File: src/shared/rstpc_pkg.sv
// Constants for the reset output and pin state control block.
// Assumes one processor clock at 200 MHz and a synchronous active-high core reset.
//
// Functional notes
// - Float test mode floats all pins except oscillator drive.
// - Float low address/data bits during hold acknowledge.
// - Float low address/data bits while clear held low.
// - Reset output high, clock synchronous, follows clear length.
// - Reset output drops two clocks after clear released.
// - Reset output driven low during bus hold.
// - Reset looped to busy pin gives enhanced mode.
// - Enhanced needs busy high, then low four clocks later.
// - Fetch starts about six and half clocks after release.
// - Both selects low at release enters float test mode.
package rstpc_pkg;

  // ****************************************
  // Widths and counts
  // ****************************************
  localparam int unsigned AD_LOW_W = 8;
  localparam int unsigned PIN_W = 16;
  localparam logic [2:0] RELEASE_CYCLES = 3'h2;
  localparam logic [2:0] BUSY_SAMPLE_CYCLES = 3'h4;
  localparam logic [2:0] FETCH_CYCLES = 3'h6;
  localparam logic [2:0] CNT_RESET = 3'h0;
  localparam int unsigned SYNC_N = 5;
  localparam logic [4:0] SYNC_IDLE = 5'h0E;

endpackage : rstpc_pkg

File: src/core/rstpc_ctrl.sv
// Reset output generation, mode strapping and pin float control.
// Assumes the clear input and strap pins are asynchronous to i_ref_clk.
// Every output is registered; the core reset is synchronous.
`timescale 1ns/100ps
module rstpc_ctrl (
  input wire logic i_ref_clk,
  input wire logic i_reset,
  input wire logic i_external_clear_input_n,
  input wire logic i_wait_test_busy,
  input wire logic i_upper_memory_select_n,
  input wire logic i_lower_memory_select_n,
  input wire logic i_hold_ack,
  input wire logic [rstpc_pkg::PIN_W-1:0] i_pin_drive_req,
  output logic o_reset_out,
  output logic o_reset_out_oe,
  output logic o_muxed_addr_data_low_bits_oe,
  output logic [rstpc_pkg::PIN_W-1:0] o_pin_oe,
  output logic o_oscillator_drive_pin_oe,
  output logic o_pin_float_test_mode,
  output logic o_enhanced_mode,
  output logic o_fetch_start
);

  // ****************************************
  // Input synchronisers
  // ****************************************
  // The clear input and every strap cross into i_ref_clk through two flops.
  // Bit order: clear, busy, upper select, lower select, hold acknowledge.
  wire logic [rstpc_pkg::SYNC_N-1:0] async_in;
  wire logic [rstpc_pkg::SYNC_N-1:0] sync_bits;
  logic clr_prev_q;

  assign async_in[0] = i_external_clear_input_n;
  assign async_in[1] = i_wait_test_busy;
  assign async_in[2] = i_upper_memory_select_n;
  assign async_in[3] = i_lower_memory_select_n;
  assign async_in[4] = i_hold_ack;

  genvar sync_idx;
  generate
    for (sync_idx = 0; sync_idx < rstpc_pkg::SYNC_N; sync_idx++) begin : g_sync
      logic meta_q;
      logic stable_q;

      always_ff @(posedge i_ref_clk) begin
        if (i_reset) begin
          meta_q <= rstpc_pkg::SYNC_IDLE[sync_idx];
          stable_q <= rstpc_pkg::SYNC_IDLE[sync_idx];
        end else begin
          meta_q <= async_in[sync_idx];
          stable_q <= meta_q;
        end
      end

      assign sync_bits[sync_idx] = stable_q;
    end
  endgenerate

  wire logic clr_s = sync_bits[0];
  wire logic busy_s = sync_bits[1];
  wire logic upper_sel_n_s = sync_bits[2];
  wire logic lower_sel_n_s = sync_bits[3];
  wire logic hold = sync_bits[4];
  wire logic clr_low = ~clr_s;
  wire logic clr_rise = clr_s & ~clr_prev_q;

  always_ff @(posedge i_ref_clk) begin
    if (i_reset) begin
      clr_prev_q <= 1'b0;
    end else begin
      clr_prev_q <= clr_s;
    end
  end

  // ****************************************
  // Sequencer after clear release
  // ****************************************
  typedef enum logic [1:0] {ST_CLEAR, ST_RELEASE, ST_RUN} rstpc_state_e;
  rstpc_state_e state_q;
  rstpc_state_e state_d;
  logic [2:0] cnt_q;
  logic [2:0] cnt_d;
  logic busy_at_rise_q;
  logic enhanced_q;
  logic float_q;
  logic fetch_q;
  logic float_pending_q;

  wire logic release_done = (cnt_q == rstpc_pkg::RELEASE_CYCLES - 3'h1);
  // Busy is read the release time past the nominal point, so that a reset
  // output looped back to busy has passed the busy synchroniser by then.
  wire logic busy_sample = (state_q != ST_CLEAR) &&
    (cnt_q == rstpc_pkg::BUSY_SAMPLE_CYCLES + rstpc_pkg::RELEASE_CYCLES - 3'h1);
  wire logic fetch_hit = (state_q == ST_RUN) && (cnt_q == rstpc_pkg::FETCH_CYCLES - 3'h1);
  wire logic straps_low = ~upper_sel_n_s & ~lower_sel_n_s;
  wire logic float_arm = (state_q == ST_RELEASE) && (cnt_q == rstpc_pkg::CNT_RESET);

  always_comb begin
    state_d = state_q;
    cnt_d = cnt_q;
    case (state_q)
      ST_CLEAR: begin
        cnt_d = rstpc_pkg::CNT_RESET;
        if (clr_rise) begin
          state_d = ST_RELEASE;
        end
      end
      ST_RELEASE: begin
        cnt_d = cnt_q + 3'h1;
        if (release_done) begin
          state_d = ST_RUN;
        end
      end
      ST_RUN: begin
        if (cnt_q != rstpc_pkg::FETCH_CYCLES) begin
          cnt_d = cnt_q + 3'h1;
        end
      end
      default: begin
        state_d = ST_CLEAR;
      end
    endcase
    if (clr_low) begin
      state_d = ST_CLEAR;
      cnt_d = rstpc_pkg::CNT_RESET;
    end
  end

  always_ff @(posedge i_ref_clk) begin
    if (i_reset) begin
      state_q <= ST_CLEAR;
      cnt_q <= rstpc_pkg::CNT_RESET;
    end else begin
      state_q <= state_d;
      cnt_q <= cnt_d;
    end
  end

  always_ff @(posedge i_ref_clk) begin
    if (i_reset) begin
      fetch_q <= 1'b0;
    end else begin
      fetch_q <= fetch_hit;
    end
  end

  // Straps are captured at the detected rise; a new clear drops the float strap only, the busy capture keeps its value.
  always_ff @(posedge i_ref_clk) begin
    if (i_reset) begin
      busy_at_rise_q <= 1'b0;
      float_pending_q <= 1'b0;
    end else if (clr_low) begin
      float_pending_q <= 1'b0;
    end else if (clr_rise) begin
      busy_at_rise_q <= busy_s;
      float_pending_q <= straps_low;
    end
  end

  always_ff @(posedge i_ref_clk) begin
    if (i_reset) begin
      float_q <= 1'b0;
    end else if (clr_low) begin
      float_q <= 1'b0;
    end else if (float_arm) begin
      float_q <= float_pending_q & straps_low;
    end
  end

  // A clear in the sample cycle wins, so compatible mode is kept then.
  always_ff @(posedge i_ref_clk) begin
    if (i_reset) begin
      enhanced_q <= 1'b0;
    end else if (clr_low) begin
      enhanced_q <= 1'b0;
    end else if (busy_sample) begin
      enhanced_q <= busy_at_rise_q & ~busy_s;
    end
  end

  // ****************************************
  // Pin output enables
  // ****************************************
  wire logic reset_active = (state_q != ST_RUN);
  wire logic reset_drive = reset_active & ~hold;
  wire logic ad_oe_d = ~float_q & ~hold & ~clr_low;
  wire logic [rstpc_pkg::PIN_W-1:0] pin_oe_d = float_q ? '0 : i_pin_drive_req;

  // The reset pin is high while clearing, driven low in hold and floated
  // only in the pin float test mode.
  always_ff @(posedge i_ref_clk) begin
    if (i_reset) begin
      o_reset_out <= 1'b1;
      o_reset_out_oe <= 1'b1;
    end else begin
      o_reset_out <= reset_drive;
      o_reset_out_oe <= ~float_q;
    end
  end

  always_ff @(posedge i_ref_clk) begin
    if (i_reset) begin
      o_muxed_addr_data_low_bits_oe <= 1'b0;
      o_pin_oe <= '0;
      o_oscillator_drive_pin_oe <= 1'b1;
    end else begin
      o_muxed_addr_data_low_bits_oe <= ad_oe_d;
      o_pin_oe <= pin_oe_d;
      o_oscillator_drive_pin_oe <= 1'b1;
    end
  end

  always_ff @(posedge i_ref_clk) begin
    if (i_reset) begin
      o_pin_float_test_mode <= 1'b0;
      o_enhanced_mode <= 1'b0;
      o_fetch_start <= 1'b0;
    end else begin
      o_pin_float_test_mode <= float_q;
      o_enhanced_mode <= enhanced_q;
      o_fetch_start <= fetch_q;
    end
  end

endmodule : rstpc_ctrl

File: config.mk
export PLATFORM = sky130hd
export DESIGN_NAME = rstpc_ctrl
export DESIGN_NICKNAME = d
export VERILOG_FILES = /design/src/shared/rstpc_pkg.sv /design/src/core/rstpc_ctrl.sv
export SDC_FILE = /design/constraint.sdc
export NUM_CORES = 1
export LEC_CHECK = 0
export ABC_AREA = 1
export BUFFER_PORTS_ARGS = -buffer_cell sky130_fd_sc_hd__clkbuf_2
export CORE_MARGIN = 10
export CORE_UTILIZATION = 24
export DETAILED_ROUTE_END_ITERATION = 16
export PLACE_DENSITY = 0.5
export SLEW_MARGIN = 20
export SYNTH_ARGS = -nofsm -noshare
export SYNTH_HDL_FRONTEND = slang
export SYNTH_SLANG_ARGS = --single-unit
File: constraint.sdc
create_clock -name i_ref_clk -period 1.3 [get_ports i_ref_clk]
set_input_delay 0.13 -clock i_ref_clk [delete_from_list [all_inputs] [get_ports i_ref_clk]]
set_output_delay 0.13 -clock i_ref_clk [all_outputs]
set_load 0.03 [all_outputs]
# Yosys cells after proc, flatten, opt, wreduce, memory -nomap -nowiden
# Index checks and enable logic that the tools add are counted.
# W data, S select, Z words.
[totals] ff_bits=43 input_bits=23 out_inout_bits=23
[op_classes] add_sub_neg=1 n_eq_ne=9 n_mux=5 bitwise_logic=15 n_reduce_logical=12
[op_table] cell="$pmux W3 S3" n=1
[op_table] cell="$not A1 Y1" n=8
[op_table] cell="$and A1 B1 Y1" n=7
[op_table] cell="$ne A2 B2 Y1 const B" n=3
[op_table] cell="$pmux W2 S3" n=1
[op_table] cell="$mux W2" n=2
[op_table] cell="$reduce_and A2 Y1" n=2
[op_table] cell="$reduce_or A2 Y1" n=2
[op_table] cell="$add A3 B1 Y3 const B" n=1
[op_table] cell="$eq A3 B1 Y1 const B" n=1
[op_table] cell="$eq A3 B3 Y1 const B" n=1
[op_table] cell="$logic_and A1 B1 Y1" n=3
[op_table] cell="$logic_not A3 Y1" n=1
[op_table] cell="$mux W3" n=1
[op_table] cell="$ne A3 B3 Y1 const B" n=1
[op_table] cell="$reduce_and A3 Y1" n=1
[op_table] cell="$reduce_bool A3 Y1" n=1
[op_table] cell="$eq A2 B1 Y1 const B" n=1
[op_table] cell="$eq A2 B2 Y1 const B" n=1
[op_table] cell="$logic_not A2 Y1" n=1
[op_table] cell="$ne A2 B1 Y1 const B" n=1
[op_table] cell="$reduce_bool A2 Y1" n=1

# Depth between registers and ports, before layout
# Gate-level depths: netlist of the first run.
[depth] depth_word=4 ltp_mapped=8 ltp_nobuf=8

# Worst setup path after synthesis of the first run
# OpenSTA, ideal clock, no wires.
[synth_path] kind="register to register" from="register state_q[0]" to="register cnt_q[2]" setup_ns=0.117 arrival_time_ns=0.953 required_ns=1.183 path_slack_ns=0.229 path_stages_with_launch=7 n_path_buf=0 period_less_slack_ns=1.071 cell_sequence="dfxtp_1 inv_1 ha_1 nand3_2 nand2_2 a21oi_1 nor3_2"
[synth_between] elab_chain_len=3
[synth_rtl] element="start, declared" line_no="rstpc_ctrl.sv:79" source="rstpc_state_e state_q;"
[synth_rtl] element="start signal, assigned" line_no="rstpc_ctrl.sv:134" source="state_q <= state_d;"
[synth_rtl] element="$eq A2 B2 Y1 (tied with other cells)" line_no="rstpc_ctrl.sv:101" source="case (state_q)"
[synth_rtl] element="$ne A2 B1 Y1 (no line) or $reduce_bool A3 Y1 (tied branches)"
[synth_rtl] element="$reduce_and A2 Y1 (no line)"
[synth_rtl] element="end signal, assigned" line_no="rstpc_ctrl.sv:132" source="cnt_q <= rstpc_pkg::CNT_RESET;"
[synth_rtl] element="end signal, assigned" line_no="rstpc_ctrl.sv:135" source="cnt_q <= cnt_d;"
[synth_rtl] element="end, declared" line_no="rstpc_ctrl.sv:81" source="logic [2:0] cnt_q;"
# Several ways; a longest one is shown, not always the timed one.
# A chain may end at the register's enable or synchronous reset.

# Worst setup path after layout of the first run
[layout_path] from="register state_q[0]" to="register cnt_q[0]"
# The elaborated chain is that of the path after synthesis.

==> results.yml, run 1 <==
setup_path:
  worst_ep_required_time_ps: 1480
  cp-end-kind: "flip-flop"
  crit_type: "flip-flop to flip-flop"
  setup.worst_path.start_class: "flip-flop"
  reg2reg_depth: 7
  path_max_fanout: 4
  arrival_ps: 1360
die:
  fp.coreArea_mm2: 0.00603
  die_w_um: 99.5
  fp.dieArea_mm2: 0.00989
  boundaryPins: 46
  rows: 28
  start_util_pct: 25.1
  fp.dieH_um: 99.5
timing:
  hold_violations: 0
  finalCritPeriodShare_pct: 90.1
  fin_crit_ps: 1170
  fin_worst_skew_ps: 4.41
  rsz0062_at_grt: "no"
  setup_viol: 0
  fin_tns_setup_ps: 0
  report.final.slew_viol_count: 0
  max_freq_mhz: 854
power:
  power_leakage_uw: 0.000928
  ir_worst_vdd_mv: 0.554
  p_per_area_mw_per_mm2: 1250
global_route:
  antenna_found_initial: 0
  grt_pass1_vias: 1104
  grt_max_degree: 18
  grt_pass1_wl_mm: 4.99
  grt_usage_pct: 6.08
  grt.overflow.total: 0
final_layout:
  final_cell_mix: "clkbuf_2 (44), dfxtp_1 (43), inv_1 (37)"
  diodes: 0
  nets: 248
  drive_gt1_share_pct: 33.0
  synthToLayoutAreaGrowth_pct: 25.7
  final_util_pct: 31.6
  final_area_mm2: 0.00190
  mostFrequentLayoutCell: "clkbuf_2"
detailed_routing:
  drtIter0Drc: 31
  drc: 0
  num_vias: 1058
  wl_mm: 2.89
  drt_pass1_iterations: 4
  final_antenna_net_count: 0
  via_per_inst: 3.61
  wl_per_cell_um: 9.88
cts:
  cts_tree: "yes"
  clkLatencyLatePin_ps: 290
  cts.sinks: 43
  post_cts_resize_count: 0
  numCtsBuffers: 5
  cts_buffer_depth: 2
  hold_buffers: 0
  clkTransAtPathRegs_ps: 70
  cts_setup_buffers: 0
  cts_max_level: 2
  root_buffer: "clkbuf_8"
synthesis:
  async_reset_ff_share_pct: 0
  synth_edf_count: 0
  ys.flop_type: "dfxtp_1"
  synth.top_cell.area_share_pct: 56.8
  synth_xor_area_share_pct: 0
  synth-seq-cells: 43
  synth_fa_ha_area_share_pct: 6.61
  synth-seq-area-share_pct: 56.8
  syn_inst: 168
  ys_types: 24
  synth_simple_gate_area_share_pct: 19.7
  synth_top_family_by_area: "simple AND/OR/NAND/NOR gates"
  synthTopCellsByArea: "dfxtp_1 (57%), inv_1 (9.2%), nor2_1 (6.9%)"
  synth_top_area_cell: "dfxtp_1"
  yosys-mux-area-fraction_pct: 0
  synthesis.nets: 199
  post_synth.cell_area_avg_um2: 9.02
  yosysWarnings: 0
  synth_area_mm2: 0.00152
  synth_compound_area_share_pct: 5.20
placed_design:
  hpwl_mm: 2.30
  place.gp.congestion: 0.745
  io_buffers: 44
  place_area_mm2: 0.00182
run:
  maxCapViolCount: 0
hold_path:
  hold_class: "input port to flip-flop"
  whs_path_depth: 2
status:
  status: "completed"
[cells in the mapped netlist, types with 3 or more instances]
library cell,number
nand3_1,4
a21oi_1,7
dfxtp_1,43
or2_1,3
nand2_2,4
nor2_1,28
nand2_1,7
or2_2,4
ha_1,8
o21ai_1,5
inv_1,37
[logic make-up after synthesis]
kind of cell,after synthesis
DFF,43
adders and majority gates,8
and+or+nand+nor,58
other,1
buffers and inverters,43
AOI/OAI and AO/OA,15
[flip-flops by register name, summed over array words and instances (netlist names), 2 cells and up]
signal	count
o_pin_oe	16
g_sync.meta_q	5
cnt_q	3
g_sync.stable_q	3
state_q	2
[stage by stage]
stage | power (uW) | hold WS, ps | setup slack, ps | cells
3_3_place_gp | 1600 | 311 | 71.1 | 285
2_1_floorplan | 1530 | 227 | 229 | 168
3_5_place_dp | 1610 | 310 | 95.0 | 285
4_1_cts | 2420 | 5.50 | 76.6 | 293
5_1_grt | 2500 | 10.1 | 3.19 | 293
6_report | 2380 | 15.4 | 129 | 293
[final timing paths]
check | slack (ps) | from | to
worst max-delay path | 130 | state_q[0] | cnt_q[0]
worst min-delay path | 20 | i_wait_test_busy | g_sync[1].meta_q
worst max register to register | 130 | state_q[0] | cnt_q[0]
worst min register to register | 410 | fetch_q | o_fetch_start
[area by class of cell]
class | instances | area [um2]
inverters | 40 | 153
well taps | 75 | 93.8
clock buffers | 6 | 72.6
multi-input cells | 82 | 484
fillers | 634 | 4120
repair buffers | 45 | 228
clock inverters | 2 | 12.5
flip-flops and latches | 43 | 861
[where the power goes]
group          leakage, uW  internal (uW)  switching [uW]
clock network    0.0000412            375             435
logic             0.000533           69.7             127
registers         0.000354           1360            12.4
total             0.000928           1810             574
[metal layers]
layer  part of all wire (%)  wire [um]  track usage (%)  up-vias
li1                       -          -                -      587
met4                    1.6         45             2.65        0
met3                    4.5        130             2.01        4
met5                      0          0                0        -
met1                     48       1400             7.31      442
met2                     46       1320             9.67       25
[critical path, cell delays in order (launching register included)]
cell and delay [ps]:
dfxtp_1 340, inv_1 110, ha_2 240, nand3_2 90
nand2_2 110, inv_2 40, o21ai_1 100, nor2_1 50
Power figures use the tool's default switching activity.
==> run 2, diff against run 1 <==
--- a/config.mk
+++ b/config.mk
@@ -7,10 +7,12 @@
 export LEC_CHECK = 0
 export ABC_AREA = 1
 export BUFFER_PORTS_ARGS = -buffer_cell sky130_fd_sc_hd__clkbuf_2
+export CELL_PAD_IN_SITES_DETAIL_PLACEMENT = 0
+export CELL_PAD_IN_SITES_GLOBAL_PLACEMENT = 1
 export CORE_MARGIN = 10
 export CORE_UTILIZATION = 24
 export DETAILED_ROUTE_END_ITERATION = 16
-export PLACE_DENSITY = 0.5
+export PLACE_DENSITY = 0.62
 export SLEW_MARGIN = 20
 export SYNTH_ARGS = -nofsm -noshare
 export SYNTH_HDL_FRONTEND = slang
==> results.yml, run 2 (synthesis results as in run 1) <==
run:
  maxCapViolCount: 0
cts:
  hold_buffers: 0
  cts_buffer_depth: 2
  clkTransAtPathRegs_ps: 80
  post_cts_resize_count: 0
  root_buffer: "clkbuf_8"
  cts_setup_buffers: 0
  numCtsBuffers: 5
  clkLatencyLatePin_ps: 290
  cts_tree: "yes"
  cts_max_level: 2
  cts.sinks: 43
die:
  start_util_pct: 25.1
  rows: 28
  die_w_um: 99.5
  fp.coreArea_mm2: 0.00603
  boundaryPins: 46
  fp.dieH_um: 99.5
  fp.dieArea_mm2: 0.00989
timing:
  setup_viol: 0
  fin_tns_setup_ps: 0
  fin_worst_skew_ps: 5.33
  finalCritPeriodShare_pct: 90.4
  report.final.slew_viol_count: 0
  rsz0062_at_grt: "no"
  fin_crit_ps: 1180
  hold_violations: 0
  max_freq_mhz: 851
setup_path:
  cp-end-kind: "flip-flop"
  reg2reg_depth: 7
  worst_ep_required_time_ps: 1480
  crit_type: "flip-flop to flip-flop"
  arrival_ps: 1360
  reg2reg_to: "cnt_q[0]"
  reg2reg_slack_ps: 120
  setup.worst_path.start_class: "flip-flop"
  r2r-start: "state_q[0]"
  path_max_fanout: 4
detailed_routing:
  wl_per_cell_um: 10.9
  routed-wl-met3_um: 149
  drc: 0
  wl_mm: 3.18
  drtIter0Drc: 37
  m1WireLength_mm: 1.34
  wl_met2_mm: 1.62
  num_vias: 1072
  drt_pass1_iterations: 4
  final_antenna_net_count: 0
  via_per_inst: 3.66
  top_layer_used: "met4"
global_route:
  grt_pass1_wl_mm: 5.26
  grt_max_degree: 18
  grt.overflow.total: 0
  grt_pass1_vias: 1121
  antenna_found_initial: 0
  grt_usage_pct: 6.67
power:
  switchingPower_uw: 599
  fin_total_pwr_uw: 2410
  seq_power_share_pct: 57.1
  p_comb_share_pct: 8.3
  power_leakage_uw: 0.000928
  p_sw_share_pct: 24.9
  power.clock.fraction_pct: 34.6
  internal_power_uw: 1810
  ir_worst_vdd_mv: 0.427
  p_per_area_mw_per_mm2: 1260
final_layout:
  synthToLayoutAreaGrowth_pct: 25.7
  final_area_mm2: 0.00190
  reg_top3: "o_pin_oe (16), g_sync.meta_q (5)"
  regArea_um2: 861
  fillers: 670
  nets: 248
  mostFrequentLayoutCell: "clkbuf_2"
  multi_input_comb_area_um2: 484
  top_register: "o_pin_oe"
  instances_no_fill: 293
  final_cell_mix: "clkbuf_2 (44), dfxtp_1 (43), inv_1 (37)"
  largest_reg_flops: 16
  diodes: 0
  drive_gt1_share_pct: 33.0
hold_path:
  hold_class: "input port to flip-flop"
  whs_path_depth: 2
  min_to: "g_sync[1].meta_q"
  hp-start: "i_wait_test_busy"
status:
  status: "completed"
placed_design:
  hpwl_mm: 2.47
  io_buffers: 44
  place_area_mm2: 0.00182
  place.gp.congestion: 0.722
  dp.cells: 285
run 2: worst max-delay path by stage:
stage	startpoint	to	depth (start not counted)
6_report	state_q[0]	cnt_q[0]	7
5_1_grt	state_q[1]	float_q	7
4_1_cts	state_q[0]	cnt_q[2]	6
3_5_place_dp	state_q[0]	cnt_q[2]	6
3_3_place_gp	state_q[0]	cnt_q[2]	6
2_1_floorplan	state_q[0]	cnt_q[2]	6
run 2: per-layer routing:
layer,track usage [%],vias to the layer above
met5,0,-
met4,4.63,0
met3,2.08,5
met2,11.3,20
met1,6.90,462
li1,-,585
run 2: cell type report:
cell class                 count  area share, %
tap                           75           4.93
clock inverter                 2          0.657
sequential                    43           45.2
inverter                      40           8.02
multi-input combinational     82           25.4
clock buffer                   6           3.81
timing repair buffer          45           12.0
run 2: power groups by stage:
stage / registers [uW] / logic (uW) / clock network [uW]
final: 1370 / 199 / 834
after global routing: 1380 / 218 / 928
after CTS: 1380 / 202 / 876
after detailed placement: 1410 / 202 / 0
after global placement: 1410 / 202 / 0
after floorplan: 1460 / 70.1 / 0
run 2: worst max-delay path: stages, from the launching register on:
cell	delay, ps
dfxtp_1	340
inv_1	100
ha_2	240
nand3_2	90
nand2_2	110
inv_2	40
o21ai_1	110
nor2_1	50
run 2: per-stage QoR:
step	hold slack (ps)	util, %	worst slack (ps)
2_1_floorplan	227	-	229
3_3_place_gp	315	30.1	140
3_5_place_dp	317	30.1	115
4_1_cts	10.4	31.6	90.6
5_1_grt	5.20	31.6	11.8
6_report	19.2	31.6	125
==> run 3, diff against run 2 <==
--- a/config.mk
+++ b/config.mk
@@ -12,7 +12,7 @@
 export CORE_MARGIN = 10
 export CORE_UTILIZATION = 24
 export DETAILED_ROUTE_END_ITERATION = 16
-export PLACE_DENSITY = 0.62
+export PLACE_DENSITY_LB_ADDON = 0.1
 export SLEW_MARGIN = 20
 export SYNTH_ARGS = -nofsm -noshare
 export SYNTH_HDL_FRONTEND = slang
==> results.yml, run 3 (synthesis results as in run 1) <==
status:
  status: "completed"
final_layout:
  largest_reg_flops: 16
  reg_top3: "o_pin_oe (16), g_sync.meta_q (5)"
  nets: 248
  top_register: "o_pin_oe"
  drive_gt1_share_pct: 33.5
  final_cell_mix: "clkbuf_2 (44), dfxtp_1 (43), inv_1 (37)"
  final_util_pct: 32.1
  synthToLayoutAreaGrowth_pct: 27.5
  diodes: 0
  instances_no_fill: 293
  mostFrequentLayoutCell: "clkbuf_2"
timing:
  report.final.slew_viol_count: 0
  fin_tns_setup_ps: 0
  setup_viol: 0
  finalCritPeriodShare_pct: 89.0
  fin_crit_ps: 1160
  fin_worst_skew_ps: 4.51
  max_freq_mhz: 864
  rsz0062_at_grt: "no"
  hold_violations: 0
detailed_routing:
  drtIter0Drc: 11
  final_antenna_net_count: 0
  wl_mm: 3.16
  drc: 0
  wl_per_cell_um: 10.8
  via_per_inst: 3.74
  num_vias: 1097
  drt_pass1_iterations: 4
run:
  maxCapViolCount: 0
cts:
  cts_tree: "yes"
  numCtsBuffers: 5
  root_buffer: "clkbuf_8"
  cts.sinks: 43
  hold_buffers: 0
  cts_buffer_depth: 2
  cts_setup_buffers: 0
  post_cts_resize_count: 0
  clkTransAtPathRegs_ps: 80
  clkLatencyLatePin_ps: 290
  cts_max_level: 2
power:
  p_per_area_mw_per_mm2: 1350
  ir_worst_vdd_mv: 0.502
  fin_total_pwr_uw: 2600
  power_leakage_uw: 0.000944
die:
  boundaryPins: 46
  fp.dieH_um: 99.5
  fp.coreArea_mm2: 0.00603
  die_w_um: 99.5
  fp.dieArea_mm2: 0.00989
  rows: 28
  start_util_pct: 25.1
setup_path:
  path_max_fanout: 4
  worst_ep_required_time_ps: 1490
  arrival_ps: 1350
  max_stage_delay_ps: 400
  slowest_stage: "dfxtp_1"
  crit_type: "flip-flop to flip-flop"
  setup.worst_path.start_class: "flip-flop"
  cp-end-kind: "flip-flop"
  crit_chain: "inv_1, ha_1, nand3_2, nand2_2, a21oi_1, nor3_2"
  r2r-start: "cnt_q[0]"
  worstSetupStartpoint: "cnt_q[0]"
hold_path:
  hp-start: "i_upper_memory_select_n"
  hold_class: "input port to flip-flop"
global_route:
  grt_usage_pct: 6.67
  grt_max_degree: 18
  grt_pass1_vias: 1139
  antenna_found_initial: 0
  grt_pass1_wl_mm: 5.19
  grt.overflow.total: 0
placed_design:
  place.gp.congestion: 0.727
  hpwl_mm: 2.54
  dp.cells: 285
  io_buffers: 44
## run 3: final timing paths
check                           slack, ps  depth (start not counted)               end
worst min-delay path                   20                          2  g_sync[2].meta_q
worst max register to register        140                          6          cnt_q[2]
worst min register to register        410                          2             clr_s
worst max-delay path                  140                          6          cnt_q[2]
## run 3: per-stage QoR
step                area [um2]  hold slack [ps]  setup slack [ps]
global placement          1820              312               146
detailed placement        1820              318               109
CTS                       1930             4.20              90.3
floorplan                 1520              227               229
global route              1930             11.2              12.9
finish                    1930             15.7               143
## run 3: routing by layer
| metal | vias to the layer above | wire length (um) | GRT usage (%) | part of all wire [%] |
|---|---|---|---|---|
| met5 | - | 0 | 0 | 0 |
| met4 | 0 | 65 | 3.31 | 2.1 |
| met3 | 7 | 237 | 3.18 | 7.5 |
| met2 | 27 | 1560 | 11.3 | 49 |
| li1 | 587 | - | - | - |
| met1 | 476 | 1290 | 6.70 | 41 |
## run 3: cell type report
class,count,area [um2]
Sequential cell,43,861
Multi-Input combinational cell,82,484
Inverter,40,153
Fill cell,655,4090
Clock buffer,5,68.8
Clock inverter,3,43.8
Timing Repair Buffer,45,228
Tap cell,75,93.8
## run 3: power breakdown
group / internal [uW] / switching (uW)
Clock: 572 / 457
Sequential: 1360 / 12.8
Combinational: 69.8 / 128
## run 3: critical path: cells and delay by family (launching register included)
| kind | cells | cell delay, ps |
|---|---|---|
| buf+inv | 1 | 100 |
| flops | 1 | 400 |
| compound gates | 1 | 160 |
| simple gates | 3 | 190 |
| fa+ha+maj | 1 | 210 |
